--- src/ictl_cfg.svh ---
// Offsets, field positions, reset values and timing counts of the clock control block
`ifndef ICTL_CFG_SVH
`define ICTL_CFG_SVH

// Register indices; byte address is four times the index
`define ICTL_IDX_TUNE        12'hf9b
`define ICTL_IDX_CTRL        12'hfd3
`define ICTL_IDX_MSB         13
`define ICTL_IDX_LSB         2

// Tuning register fields and reset
`define ICTL_TUNE_LF_SRC_BIT 7
`define ICTL_TUNE_MULT_BIT   6
`define ICTL_TUNE_RESET      8'h00

// Control register fields and reset
`define ICTL_CTRL_RESET      8'h64
`define ICTL_CTRL_UNUSED_VAL 1'b1

// Field codes
`define ICTL_SCS_PRIMARY     2'h0
`define ICTL_SCS_TIMER1      2'h1
`define ICTL_SCS_RESERVED    2'h2
`define ICTL_SCS_INTERNAL    2'h3
`define ICTL_IRCF_8MHZ       3'h7
`define ICTL_IRCF_4MHZ       3'h6
`define ICTL_IRCF_31KHZ      3'h0
`define ICTL_FOSC_INTERNAL_MULTIPLIED_MODES_A   3'h3
`define ICTL_FOSC_INTERNAL_MULTIPLIED_MODES_B   3'h2
`define ICTL_FOSC_INTPS_A    3'h1
`define ICTL_FOSC_INTPS_B    3'h0

// Switch pause, counted in source ticks
`define ICTL_OLD_TICKS       2'd2
`define ICTL_NEW_TICKS       2'd3

// Multiplier lock wait
`define ICTL_CLK_MHZ         100
`define ICTL_LOCK_TIME_US    2000
`define ICTL_LOCK_CYCLES     (`ICTL_LOCK_TIME_US * `ICTL_CLK_MHZ)

`endif

--- src/ictl_pkg.sv ---
// Types shared by the clock control block
package ictl_pkg;

    // Tuning register layout
    typedef struct packed {
        logic       low_freq_source_select;
        logic       multiplier_enable;
        logic [5:0] tuning_field;
    } ictl_tune_t;

    // Control register layout
    typedef struct packed {
        logic       idle_select;
        logic [2:0] postscaler_freq_select;
        logic       startup_expired_flag;
        logic       unused;
        logic [1:0] system_clock_select;
    } ictl_ctrl_t;

    // Source clock ticks, one cycle each, from the analog oscillators
    typedef struct packed {
        logic primary;
        logic timer1;
        logic fast_osc;
        logic lf_rc;
        logic multiplied;
    } ictl_ticks_t;

    // Effective device clock sources
    typedef enum logic [1:0] {
        SRC_PRIM = 2'b00,
        SRC_T1   = 2'b01,
        SRC_INTC = 2'b10,
        SRC_MULT = 2'b11
    } ictl_src_t;

    // Glitch-free switch states
    typedef enum logic [1:0] {
        SW_RUN = 2'b00,
        SW_OLD = 2'b01,
        SW_NEW = 2'b10
    } ictl_sw_t;

endpackage

--- src/ictl_top.sv ---
// Clock control: tuning, postscaler, multiplier lock and glitch-free source switch
`include "ictl_cfg.svh"

// Contract
// - A tuning write starts moving the fast oscillator at once, with no done flag.
// - Tuning field is two's complement: 011111 max, 000000 centre, 100000 min.
// - Tuning affects only the fast oscillator, never the low-frequency RC.
// - Bit 7 picks 31 kHz: fast oscillator divided by 256, or the RC.
// - That choice applies only while the postscaler field is 000.
// - Bit 6 enables the 4x multiplier, giving up to 32 MHz.
// - Multiplier only with oscillator config 011 or 010 and clock select 00.
// - Multiplier only with postscaler field 111 or 110.
// - Keep the old clock during up to 2 ms lock, then switch automatically.
// - Writing clock select changes source after a short pause, no more software.
// - Every reset clears the clock select field.
// - Postscaler changes alter the internal clock frequency immediately.
// - Reset sets the postscaler to 4 MHz.
// - Watchdog and fail-safe monitor always run from the low-frequency RC.
// - Start-up flag marks primary, Timer1 flag marks Timer1; never both.
// - Idle-select bit picks idle or full sleep on the sleep instruction.
// - Timer1 selection is ignored unless crystal driver or digital input enabled.
// - Switch pauses two old-source ticks plus three to four new-source ticks.
// - Fast internal oscillator nominally runs at 8.0 MHz.
// - Clock select: 11 internal, 10 reserved, 01 Timer1, 00 primary.
// - Postscaler: 111 8 MHz down by halves to 001 125 kHz; 000 31 kHz.
module ictl_top #(
    parameter int LOCK_CYCLES = `ICTL_LOCK_CYCLES
) (
    // Clock and reset
    input  wire logic                 clk_i,
    input  wire logic                 rstn_i,
    // AHB-Lite slave
    input  wire logic                 hsel_i,
    input  wire logic [31:0]          haddr_i,
    input  wire logic [1:0]           htrans_i,
    input  wire logic                 hwrite_i,
    input  wire logic [2:0]           hsize_i,
    input  wire logic [31:0]          hwdata_i,
    input  wire logic                 hready_i,
    output logic      [31:0]          hrdata_o,
    output logic                      hreadyout_o,
    output logic                      hresp_o,
    // Source ticks and configuration
    input  wire ictl_pkg::ictl_ticks_t ticks_i,
    input  wire logic [2:0]           oscillator_config_field_i,
    input  wire logic                 timer1_crystal_driver_enable_i,
    input  wire logic                 timer1_digital_input_config_i,
    input  wire logic                 ost_done_i,
    input  wire logic                 sleep_exec_i,
    // Clock outputs and status
    output logic                      sys_clk_tick_o,
    output logic                      wdt_clk_tick_o,
    output logic [5:0]                fast_osc_trim_o,
    output logic                      mult_run_o,
    output logic                      mult_ready_o,
    output logic                      switching_o,
    output logic                      timer1_clock_running_flag_o,
    output logic                      enter_idle_o,
    output logic                      enter_sleep_o
);
    import ictl_pkg::*;

    localparam int LCW = $clog2(LOCK_CYCLES + 1);

    ictl_tune_t     osc_tune;
    ictl_ctrl_t     osc_ctrl;
    logic           dphase;
    logic           dwrite;
    logic [11:0]    didx;
    logic           wr_tune;
    logic           wr_ctrl;
    logic [7:0]     wdata;
    logic           t1_allowed;
    logic           startup_flag;
    logic [7:0]     div_cnt;
    logic           postscaled_tick;
    logic           primary_tick;
    logic           mult_allowed;
    logic [LCW-1:0] lock_cnt;
    logic           mult_locked;
    ictl_src_t      cur_src;
    ictl_src_t      tgt_src;
    ictl_src_t      next_src;
    ictl_sw_t       sw_state;
    logic [1:0]     tick_cnt;

    // Tick of a given source; lets the switch count old and new clocks alike
    function automatic logic src_tick(input ictl_src_t s, input logic prim,
                                      input logic intc, input ictl_ticks_t t);
        case (s)
            SRC_PRIM: src_tick = prim;
            SRC_T1:   src_tick = t.timer1;
            SRC_INTC: src_tick = intc;
            SRC_MULT: src_tick = t.multiplied;
            default:  src_tick = 1'b0;
        endcase
    endfunction

    // Zero wait states; every transfer answers OKAY
    assign hreadyout_o = 1'b1;
    assign hresp_o     = 1'b0;

    // Address phase capture
    always_ff @(posedge clk_i) begin
        if (!rstn_i) begin
            dphase <= 1'b0;
            dwrite <= 1'b0;
            didx   <= 12'h000;
        end else if (hready_i) begin
            dphase <= hsel_i && htrans_i[1];
            dwrite <= hwrite_i;
            didx   <= haddr_i[`ICTL_IDX_MSB:`ICTL_IDX_LSB];
        end
    end

    assign wdata   = hwdata_i[7:0];
    assign wr_tune = dphase && dwrite && (didx == `ICTL_IDX_TUNE);
    assign wr_ctrl = dphase && dwrite && (didx == `ICTL_IDX_CTRL);

    // Read data is registered at the address phase so it is stable in the data phase;
    // unmapped indices read as zero
    always_ff @(posedge clk_i) begin
        if (!rstn_i) begin
            hrdata_o <= 32'h0000_0000;
        end else if (hready_i && hsel_i && htrans_i[1] && !hwrite_i) begin
            case (haddr_i[`ICTL_IDX_MSB:`ICTL_IDX_LSB])
                `ICTL_IDX_TUNE: hrdata_o <= {24'h00_0000, osc_tune};
                `ICTL_IDX_CTRL: hrdata_o <= {24'h00_0000, osc_ctrl.idle_select,
                                             osc_ctrl.postscaler_freq_select, startup_flag,
                                             `ICTL_CTRL_UNUSED_VAL,
                                             osc_ctrl.system_clock_select};
                default:        hrdata_o <= 32'h0000_0000;
            endcase
        end
    end

    // Tuning register; the trim follows the code with no completion handshake
    always_ff @(posedge clk_i) begin
        if (!rstn_i) begin
            osc_tune <= `ICTL_TUNE_RESET;
        end else if (wr_tune) begin
            osc_tune <= wdata;
        end
    end

    // Signed code goes straight to the fast oscillator trim only; the RC has no trim
    assign fast_osc_trim_o = osc_tune.tuning_field;

    // Timer1 may be picked only when its clock can actually run
    assign t1_allowed = timer1_crystal_driver_enable_i || timer1_digital_input_config_i;

    // Control register; reserved and refused selects keep the old value
    always_ff @(posedge clk_i) begin
        if (!rstn_i) begin
            osc_ctrl <= `ICTL_CTRL_RESET;
        end else if (wr_ctrl) begin
            osc_ctrl.idle_select            <= wdata[7];
            osc_ctrl.postscaler_freq_select <= wdata[6:4];
            if (wdata[1:0] == `ICTL_SCS_TIMER1) begin
                if (t1_allowed) begin
                    osc_ctrl.system_clock_select <= wdata[1:0];
                end
            end else if (wdata[1:0] != `ICTL_SCS_RESERVED) begin
                osc_ctrl.system_clock_select <= wdata[1:0];
            end
        end
    end

    // Postscaler divider runs free on the fast oscillator ticks
    always_ff @(posedge clk_i) begin
        if (!rstn_i) begin
            div_cnt <= 8'h00;
        end else if (ticks_i.fast_osc) begin
            div_cnt <= div_cnt + 8'h01;
        end
    end

    // Frequency choice is combinational so a new setting takes effect at once
    always_comb begin
        case (osc_ctrl.postscaler_freq_select)
            3'h7:    postscaled_tick = ticks_i.fast_osc;
            3'h6:    postscaled_tick = ticks_i.fast_osc && (div_cnt[0] == 1'b1);
            3'h5:    postscaled_tick = ticks_i.fast_osc && (div_cnt[1:0] == 2'h3);
            3'h4:    postscaled_tick = ticks_i.fast_osc && (div_cnt[2:0] == 3'h7);
            3'h3:    postscaled_tick = ticks_i.fast_osc && (div_cnt[3:0] == 4'hf);
            3'h2:    postscaled_tick = ticks_i.fast_osc && (div_cnt[4:0] == 5'h1f);
            3'h1:    postscaled_tick = ticks_i.fast_osc && (div_cnt[5:0] == 6'h3f);
            default: postscaled_tick = osc_tune.low_freq_source_select
                                     ? (ticks_i.fast_osc && (div_cnt == 8'hff))
                                     : ticks_i.lf_rc;
        endcase
    end

    // Internal oscillator modes take the primary clock from the postscaler
    always_comb begin
        case (oscillator_config_field_i)
            `ICTL_FOSC_INTERNAL_MULTIPLIED_MODES_A, `ICTL_FOSC_INTERNAL_MULTIPLIED_MODES_B,
            `ICTL_FOSC_INTPS_A, `ICTL_FOSC_INTPS_B: primary_tick = postscaled_tick;
            default:                                primary_tick = ticks_i.primary;
        endcase
    end

    // Multiplier runs only in a legal mode, on the primary source, at 8 or 4 MHz
    assign mult_allowed = osc_tune.multiplier_enable
        && ((oscillator_config_field_i == `ICTL_FOSC_INTERNAL_MULTIPLIED_MODES_A)
            || (oscillator_config_field_i == `ICTL_FOSC_INTERNAL_MULTIPLIED_MODES_B))
        && (osc_ctrl.system_clock_select == `ICTL_SCS_PRIMARY)
        && ((osc_ctrl.postscaler_freq_select == `ICTL_IRCF_8MHZ)
            || (osc_ctrl.postscaler_freq_select == `ICTL_IRCF_4MHZ));
    assign mult_run_o = mult_allowed;

    // Lock wait timed on the system clock, restarted whenever the multiplier drops
    always_ff @(posedge clk_i) begin
        if (!rstn_i) begin
            lock_cnt    <= '0;
            mult_locked <= 1'b0;
        end else if (!mult_allowed) begin
            lock_cnt    <= '0;
            mult_locked <= 1'b0;
        end else if (!mult_locked) begin
            if (lock_cnt == LCW'(LOCK_CYCLES - 1)) begin
                mult_locked <= 1'b1;
            end
            lock_cnt <= lock_cnt + 1'b1;
        end
    end
    assign mult_ready_o = mult_locked && mult_allowed; // Falls with the enable, not a cycle late

    // Wanted source; the lock ready moves the primary path onto the multiplier
    always_comb begin
        case (osc_ctrl.system_clock_select)
            `ICTL_SCS_TIMER1:   next_src = SRC_T1;
            `ICTL_SCS_INTERNAL: next_src = SRC_INTC;
            default:            next_src = mult_ready_o ? SRC_MULT : SRC_PRIM;
        endcase
    end

    // Glitch-free switch: gate, wait old ticks, then new ticks, then hand over.
    // A source that never ticks stalls the switch, hence the advice to start Timer1 first.
    always_ff @(posedge clk_i) begin
        if (!rstn_i) begin
            sw_state <= SW_RUN;
            cur_src  <= SRC_PRIM;
            tgt_src  <= SRC_PRIM;
            tick_cnt <= 2'd0;
        end else begin
            case (sw_state)
                SW_RUN: begin
                    if (next_src != cur_src) begin
                        tgt_src  <= next_src;
                        tick_cnt <= 2'd0;
                        sw_state <= SW_OLD;
                    end
                end
                SW_OLD: begin
                    if (src_tick(cur_src, primary_tick, postscaled_tick, ticks_i)) begin
                        if (tick_cnt == `ICTL_OLD_TICKS - 2'd1) begin
                            tick_cnt <= 2'd0;
                            sw_state <= SW_NEW;
                        end else begin
                            tick_cnt <= tick_cnt + 2'd1;
                        end
                    end
                end
                SW_NEW: begin
                    if (src_tick(tgt_src, primary_tick, postscaled_tick, ticks_i)) begin
                        if (tick_cnt == `ICTL_NEW_TICKS - 2'd1) begin
                            tick_cnt <= 2'd0;
                            cur_src  <= tgt_src;
                            sw_state <= SW_RUN;
                        end else begin
                            tick_cnt <= tick_cnt + 2'd1;
                        end
                    end
                end
                default: sw_state <= SW_RUN;
            endcase
        end
    end
    assign switching_o = (sw_state != SW_RUN);

    // Device clock tick, held low during a switch
    always_ff @(posedge clk_i) begin
        if (!rstn_i) begin
            sys_clk_tick_o <= 1'b0;
        end else begin
            sys_clk_tick_o <= (sw_state == SW_RUN)
                && src_tick(cur_src, primary_tick, postscaled_tick, ticks_i);
        end
    end

    // Watchdog and monitor never follow the low-frequency source choice
    assign wdt_clk_tick_o = ticks_i.lf_rc;

    // Source flags; exclusive because the current source is one value
    assign startup_flag = (sw_state == SW_RUN) && ost_done_i
        && ((cur_src == SRC_PRIM) || (cur_src == SRC_MULT));
    assign timer1_clock_running_flag_o = (sw_state == SW_RUN) && (cur_src == SRC_T1);

    // Sleep instruction goes to idle or sleep
    always_ff @(posedge clk_i) begin
        if (!rstn_i) begin
            enter_idle_o  <= 1'b0;
            enter_sleep_o <= 1'b0;
        end else begin
            enter_idle_o  <= sleep_exec_i && osc_ctrl.idle_select;
            enter_sleep_o <= sleep_exec_i && !osc_ctrl.idle_select;
        end
    end
endmodule

--- config.mk ---
export PLATFORM = sky130hd
export DESIGN_NAME = ictl_top
export DESIGN_NICKNAME = d
export VERILOG_FILES = /design/src/ictl_pkg.sv /design/src/ictl_top.sv
export VERILOG_INCLUDE_DIRS = /design/src
export SDC_FILE = /design/constraint.sdc
export NUM_CORES = 1
export LEC_CHECK = 0
export ABC_AREA = 1
export BUFFER_PORTS_ARGS = -buffer_cell sky130_fd_sc_hd__buf_2
export CELL_PAD_IN_SITES_DETAIL_PLACEMENT = 1
export CELL_PAD_IN_SITES_GLOBAL_PLACEMENT = 1
export CORE_ASPECT_RATIO = 2
export CORE_UTILIZATION = 25
export DETAILED_ROUTE_END_ITERATION = 7
export HOLD_SLACK_MARGIN = 0.12
export PLACE_DENSITY = 0.68
export REMOVE_ABC_BUFFERS = 1
export SYNTH_ARGS = -nofsm -noshare
export SYNTH_HDL_FRONTEND = slang
export SYNTH_SLANG_ARGS = --single-unit
--- constraint.sdc ---
create_clock -name clk_i -period 4.4 [get_ports clk_i]
set_clock_uncertainty 0.05 [all_clocks]
set_input_delay 0.88 -clock clk_i [delete_from_list [all_inputs] [get_ports clk_i]]
set_output_delay 0.88 -clock clk_i [all_outputs]
set_load 0.005 [all_outputs]
==> flow_metrics.py <==
metrics = {
    "outcome": {
        "status": "finished, final reports clean",
    },
    "worst_setup_path": {
        "cp_max_fo": 4,
        "path_cells": "buf_2 -> inv_1 -> nand3_1 -> nor4_2 -> inv_2 -> nor2_1 -> buf_2",
        "path_class": "input port to output pin",
        "r2r_slack_ps": 1950,
        "cp-end-kind": "output pin",
        "slowest_delay_ps": 280,
        "regToRegStartpoint": "osc_ctrl[5]",
        "critical_path.slowest_cell": "nor4_2",
        "worstReg2RegEnd": "lock_cnt[11]",
        "worstRegToRegCells": 6,
        "cp.required_ps": 3470,
        "crit_arrival_ps": 1810,
        "worstSetupStartpointType": "input port",
        "critPathMostFrequentCell": "buf_2",
    },
    "die": {
        "die_w_um": 89.54,
        "rows": 63,
        "die_h_um": 177.1,
        "die_area_mm2": 0.01585,
        "pin_count": 134,
        "core-area_mm2": 0.01490,
        "start_util_pct": 25.72,
    },
    "routing": {
        "vias": 3601,
        "initialDrtViolationCount": 140,
        "totalWireLength_um": 10750,
        "ant_nets": 0,
        "dr.pass1.iters": 4,
        "drc": 0,
        "via_per_inst": 4.547,
        "wire_per_inst_um": 13.57,
    },
    "clock_tree": {
        "htree_levels": 3,
        "ctsResizeCount": 0,
        "cts_sinks": 74,
        "hold_buffers": 0,
        "cts.clk_slew.worst_paths_ps": 60,
        "clk_latency_ps": 340,
        "cts_max_path_buffers": 2,
        "tritoncts": "yes",
        "cts_setup_buffers": 0,
        "cts_root_buf": "clkbuf_16",
        "cts_buffers": 9,
    },
    "synth": {
        "synth_commonest_cells": "nand2_1 (100), dfxtp_1 (74), inv_1 (71)",
        "synth_edf_count": 0,
        "synth_compound_area_share_pct": 15.28,
        "yosys.area.top_type": "dfxtp_1",
        "syn_area_mm2": 0.003831,
        "ys.flop_type": "dfxtp_1",
        "ys_async_sr_fraction_pct": 0,
        "synth-simple-area-share_pct": 26.42,
        "synth_top_family_by_area": "simple AND/OR/NAND/NOR gates",
        "synth.ff_latch_count": 74,
        "synth_most_common_cell": "nand2_1",
        "yosysUniqueCellTypes": 41,
        "yosysWarningCount": 0,
        "synth-xor-area-share_pct": 0.4572,
        "netlist_instances": 538,
        "yosys-top-cells-area": "dfxtp_1 (39%), nand2_1 (9.8%), inv_1 (7.0%)",
        "synthAdderAreaFrac_pct": 3.919,
        "muxShareOfSynthArea_pct": 0,
        "ys_seq_area_share_pct": 38.67,
        "postSynthAreaPerCell_um2": 7.121,
        "synth_top_area_share_pct": 38.67,
    },
    "sta": {
        "setup_viol": 0,
        "rsz0062_at_grt": "no",
        "fin_crit_ps": 2741,
        "setup-tns-final_ps": 0,
        "tightest_slew_ps": 720.1,
        "hold_slack_ps": 371.9,
        "slew_headroom_pct": 51.81,
        "setup_ws_ps": 1659,
        "finalCritPeriodShare_pct": 62.29,
        "hold_viol_final": 0,
        "fmax_mhz": 364.9,
        "drv_slew": 0,
    },
    "placement": {
        "place_congestion": 0.7854,
        "dp.cells": 776,
        "dp.final_hpwl_um": 8469,
        "port-buffer-count": 58,
        "dpl-instance-area_mm2": 0.004194,
        "pre_cts_ws_ps": 1306,
    },
    "global_route": {
        "grt_max_degree": 47,
        "grt_usage_pct": 14.83,
        "overflow": 0,
        "first_global_vias": 3918,
        "grt_pass1_wl_um": 18080,
        "antenna_found_initial": 0,
    },
    "final_layout": {
        "n_antenna_cell": 0,
        "final_util_pct": 30.09,
        "fin_cells": 792,
        "syn2layout_area_growth_pct": 17.02,
        "n_fill_cell": 1866,
        "drive_gt1_share_pct": 16.42,
        "final_area_mm2": 0.004483,
        "layout.nets": 690,
    },
    "min_path": {
        "holdPathStages": 1,
        "hold_end": "enter_sleep_o",
        "hp-start": "osc_ctrl[7]",
        "min-delay-path-class": "flop to flop",
    },
    "power": {
        "p_leak_nw": 1.964,
        "p_per_area_mw_per_mm2": 373.6,
        "total_power_mw": 1.675,
        "peakVddDrop_uv": 229.5,
    },
    "flow_run": {
        "maxCapViolations": 0,
    },
}
-- kinds of logic after synthesis --
logic type               Yosys count
AND/OR/NAND/NOR                  224
flip-flops                        74
AO/OA/AOI/OAI                    104
adder cells (fa/ha/maj)           12
XOR/XNOR                           2
other                              2
buffers and inverters            120
-- registers in the layout, summed over array words and instances (netlist names) --
| register | cells |
|---|---|
| osc_tune | 2 |
| lock_cnt | 18 |
| dwrite | 1 |
| tgt_src | 2 |
| didx | 12 |
| fast_osc_trim_o | 6 |
| mult_locked | 1 |
| sw_state | 2 |
| enter_idle_o | 1 |
| tick_cnt | 2 |
| div_cnt | 8 |
| osc_ctrl | 6 |
| cur_src | 2 |
| dphase | 1 |
| hrdata_o | 8 |
| enter_sleep_o | 1 |
| sys_clk_tick_o | 1 |
-- worst max-delay path: cells and delay by family --
family,cells,cell delay [ps]
buffers and inverters,4,420
AND/OR/NAND/NOR,3,510
-- power breakdown --
group | total (mW) | internal [mW] | switching [mW]
Sequential | 0.712 | 0.697 | 0.0152
Clock | 0.721 | 0.397 | 0.324
Combinational | 0.242 | 0.0846 | 0.157
-- how the worst max path moves through the flow --
stage	start	endpoint	slack, ps	depth (start not counted)
4_1_cts	oscillator_config_field_i[2]	mult_ready_o	1630	7
3_3_place_gp	oscillator_config_field_i[2]	lock_cnt[11]	1370	8
6_report	oscillator_config_field_i[2]	mult_ready_o	1660	7
3_5_place_dp	oscillator_config_field_i[2]	lock_cnt[11]	1310	8
2_1_floorplan	oscillator_config_field_i[2]	mult_ready_o	2030	5
5_1_grt	oscillator_config_field_i[2]	lock_cnt[11]	1430	8
-- per-layer routing --
metal	vias to the layer above	wire length, um	global-route usage (%)
met5	-	0	0
met4	0	211	5.820
met3	15	382	2.799
met2	80	6152	28.66
met1	1703	4002	14.87
li1	1803	-	-
-- cell usage in the layout (no fill, tap or decap), types with 7 or more instances in the layout --
cell       synthesis  layout
nand2_1          100     100
dfxtp_1           74      74
inv_1             71      71
buf_2              2      58
nor2_1            56      56
o21ai_0           43      43
a21oi_1           35      35
conb_1             2      26
nand3_1           17      17
o211ai_1          14      14
nor3_1            12      12
ha_1              12      12
nand4_1           10      10
clkbuf_16          0       9
nor4_1             7       7
-- area by class of cell --
type                    count  area [um^2]  share of cell area, %
well taps                 195        244.0                  5.442
flip-flops and latches     74         1481                  33.04
repair buffers             61        312.8                  6.977
inverters                  78        292.8                  6.531
clock inverters             7        63.81                  1.423
clock buffers               9        225.2                  5.024
multi-input cells         368         1863                  41.56
No activity file was read; power rests on OpenSTA's default activity.
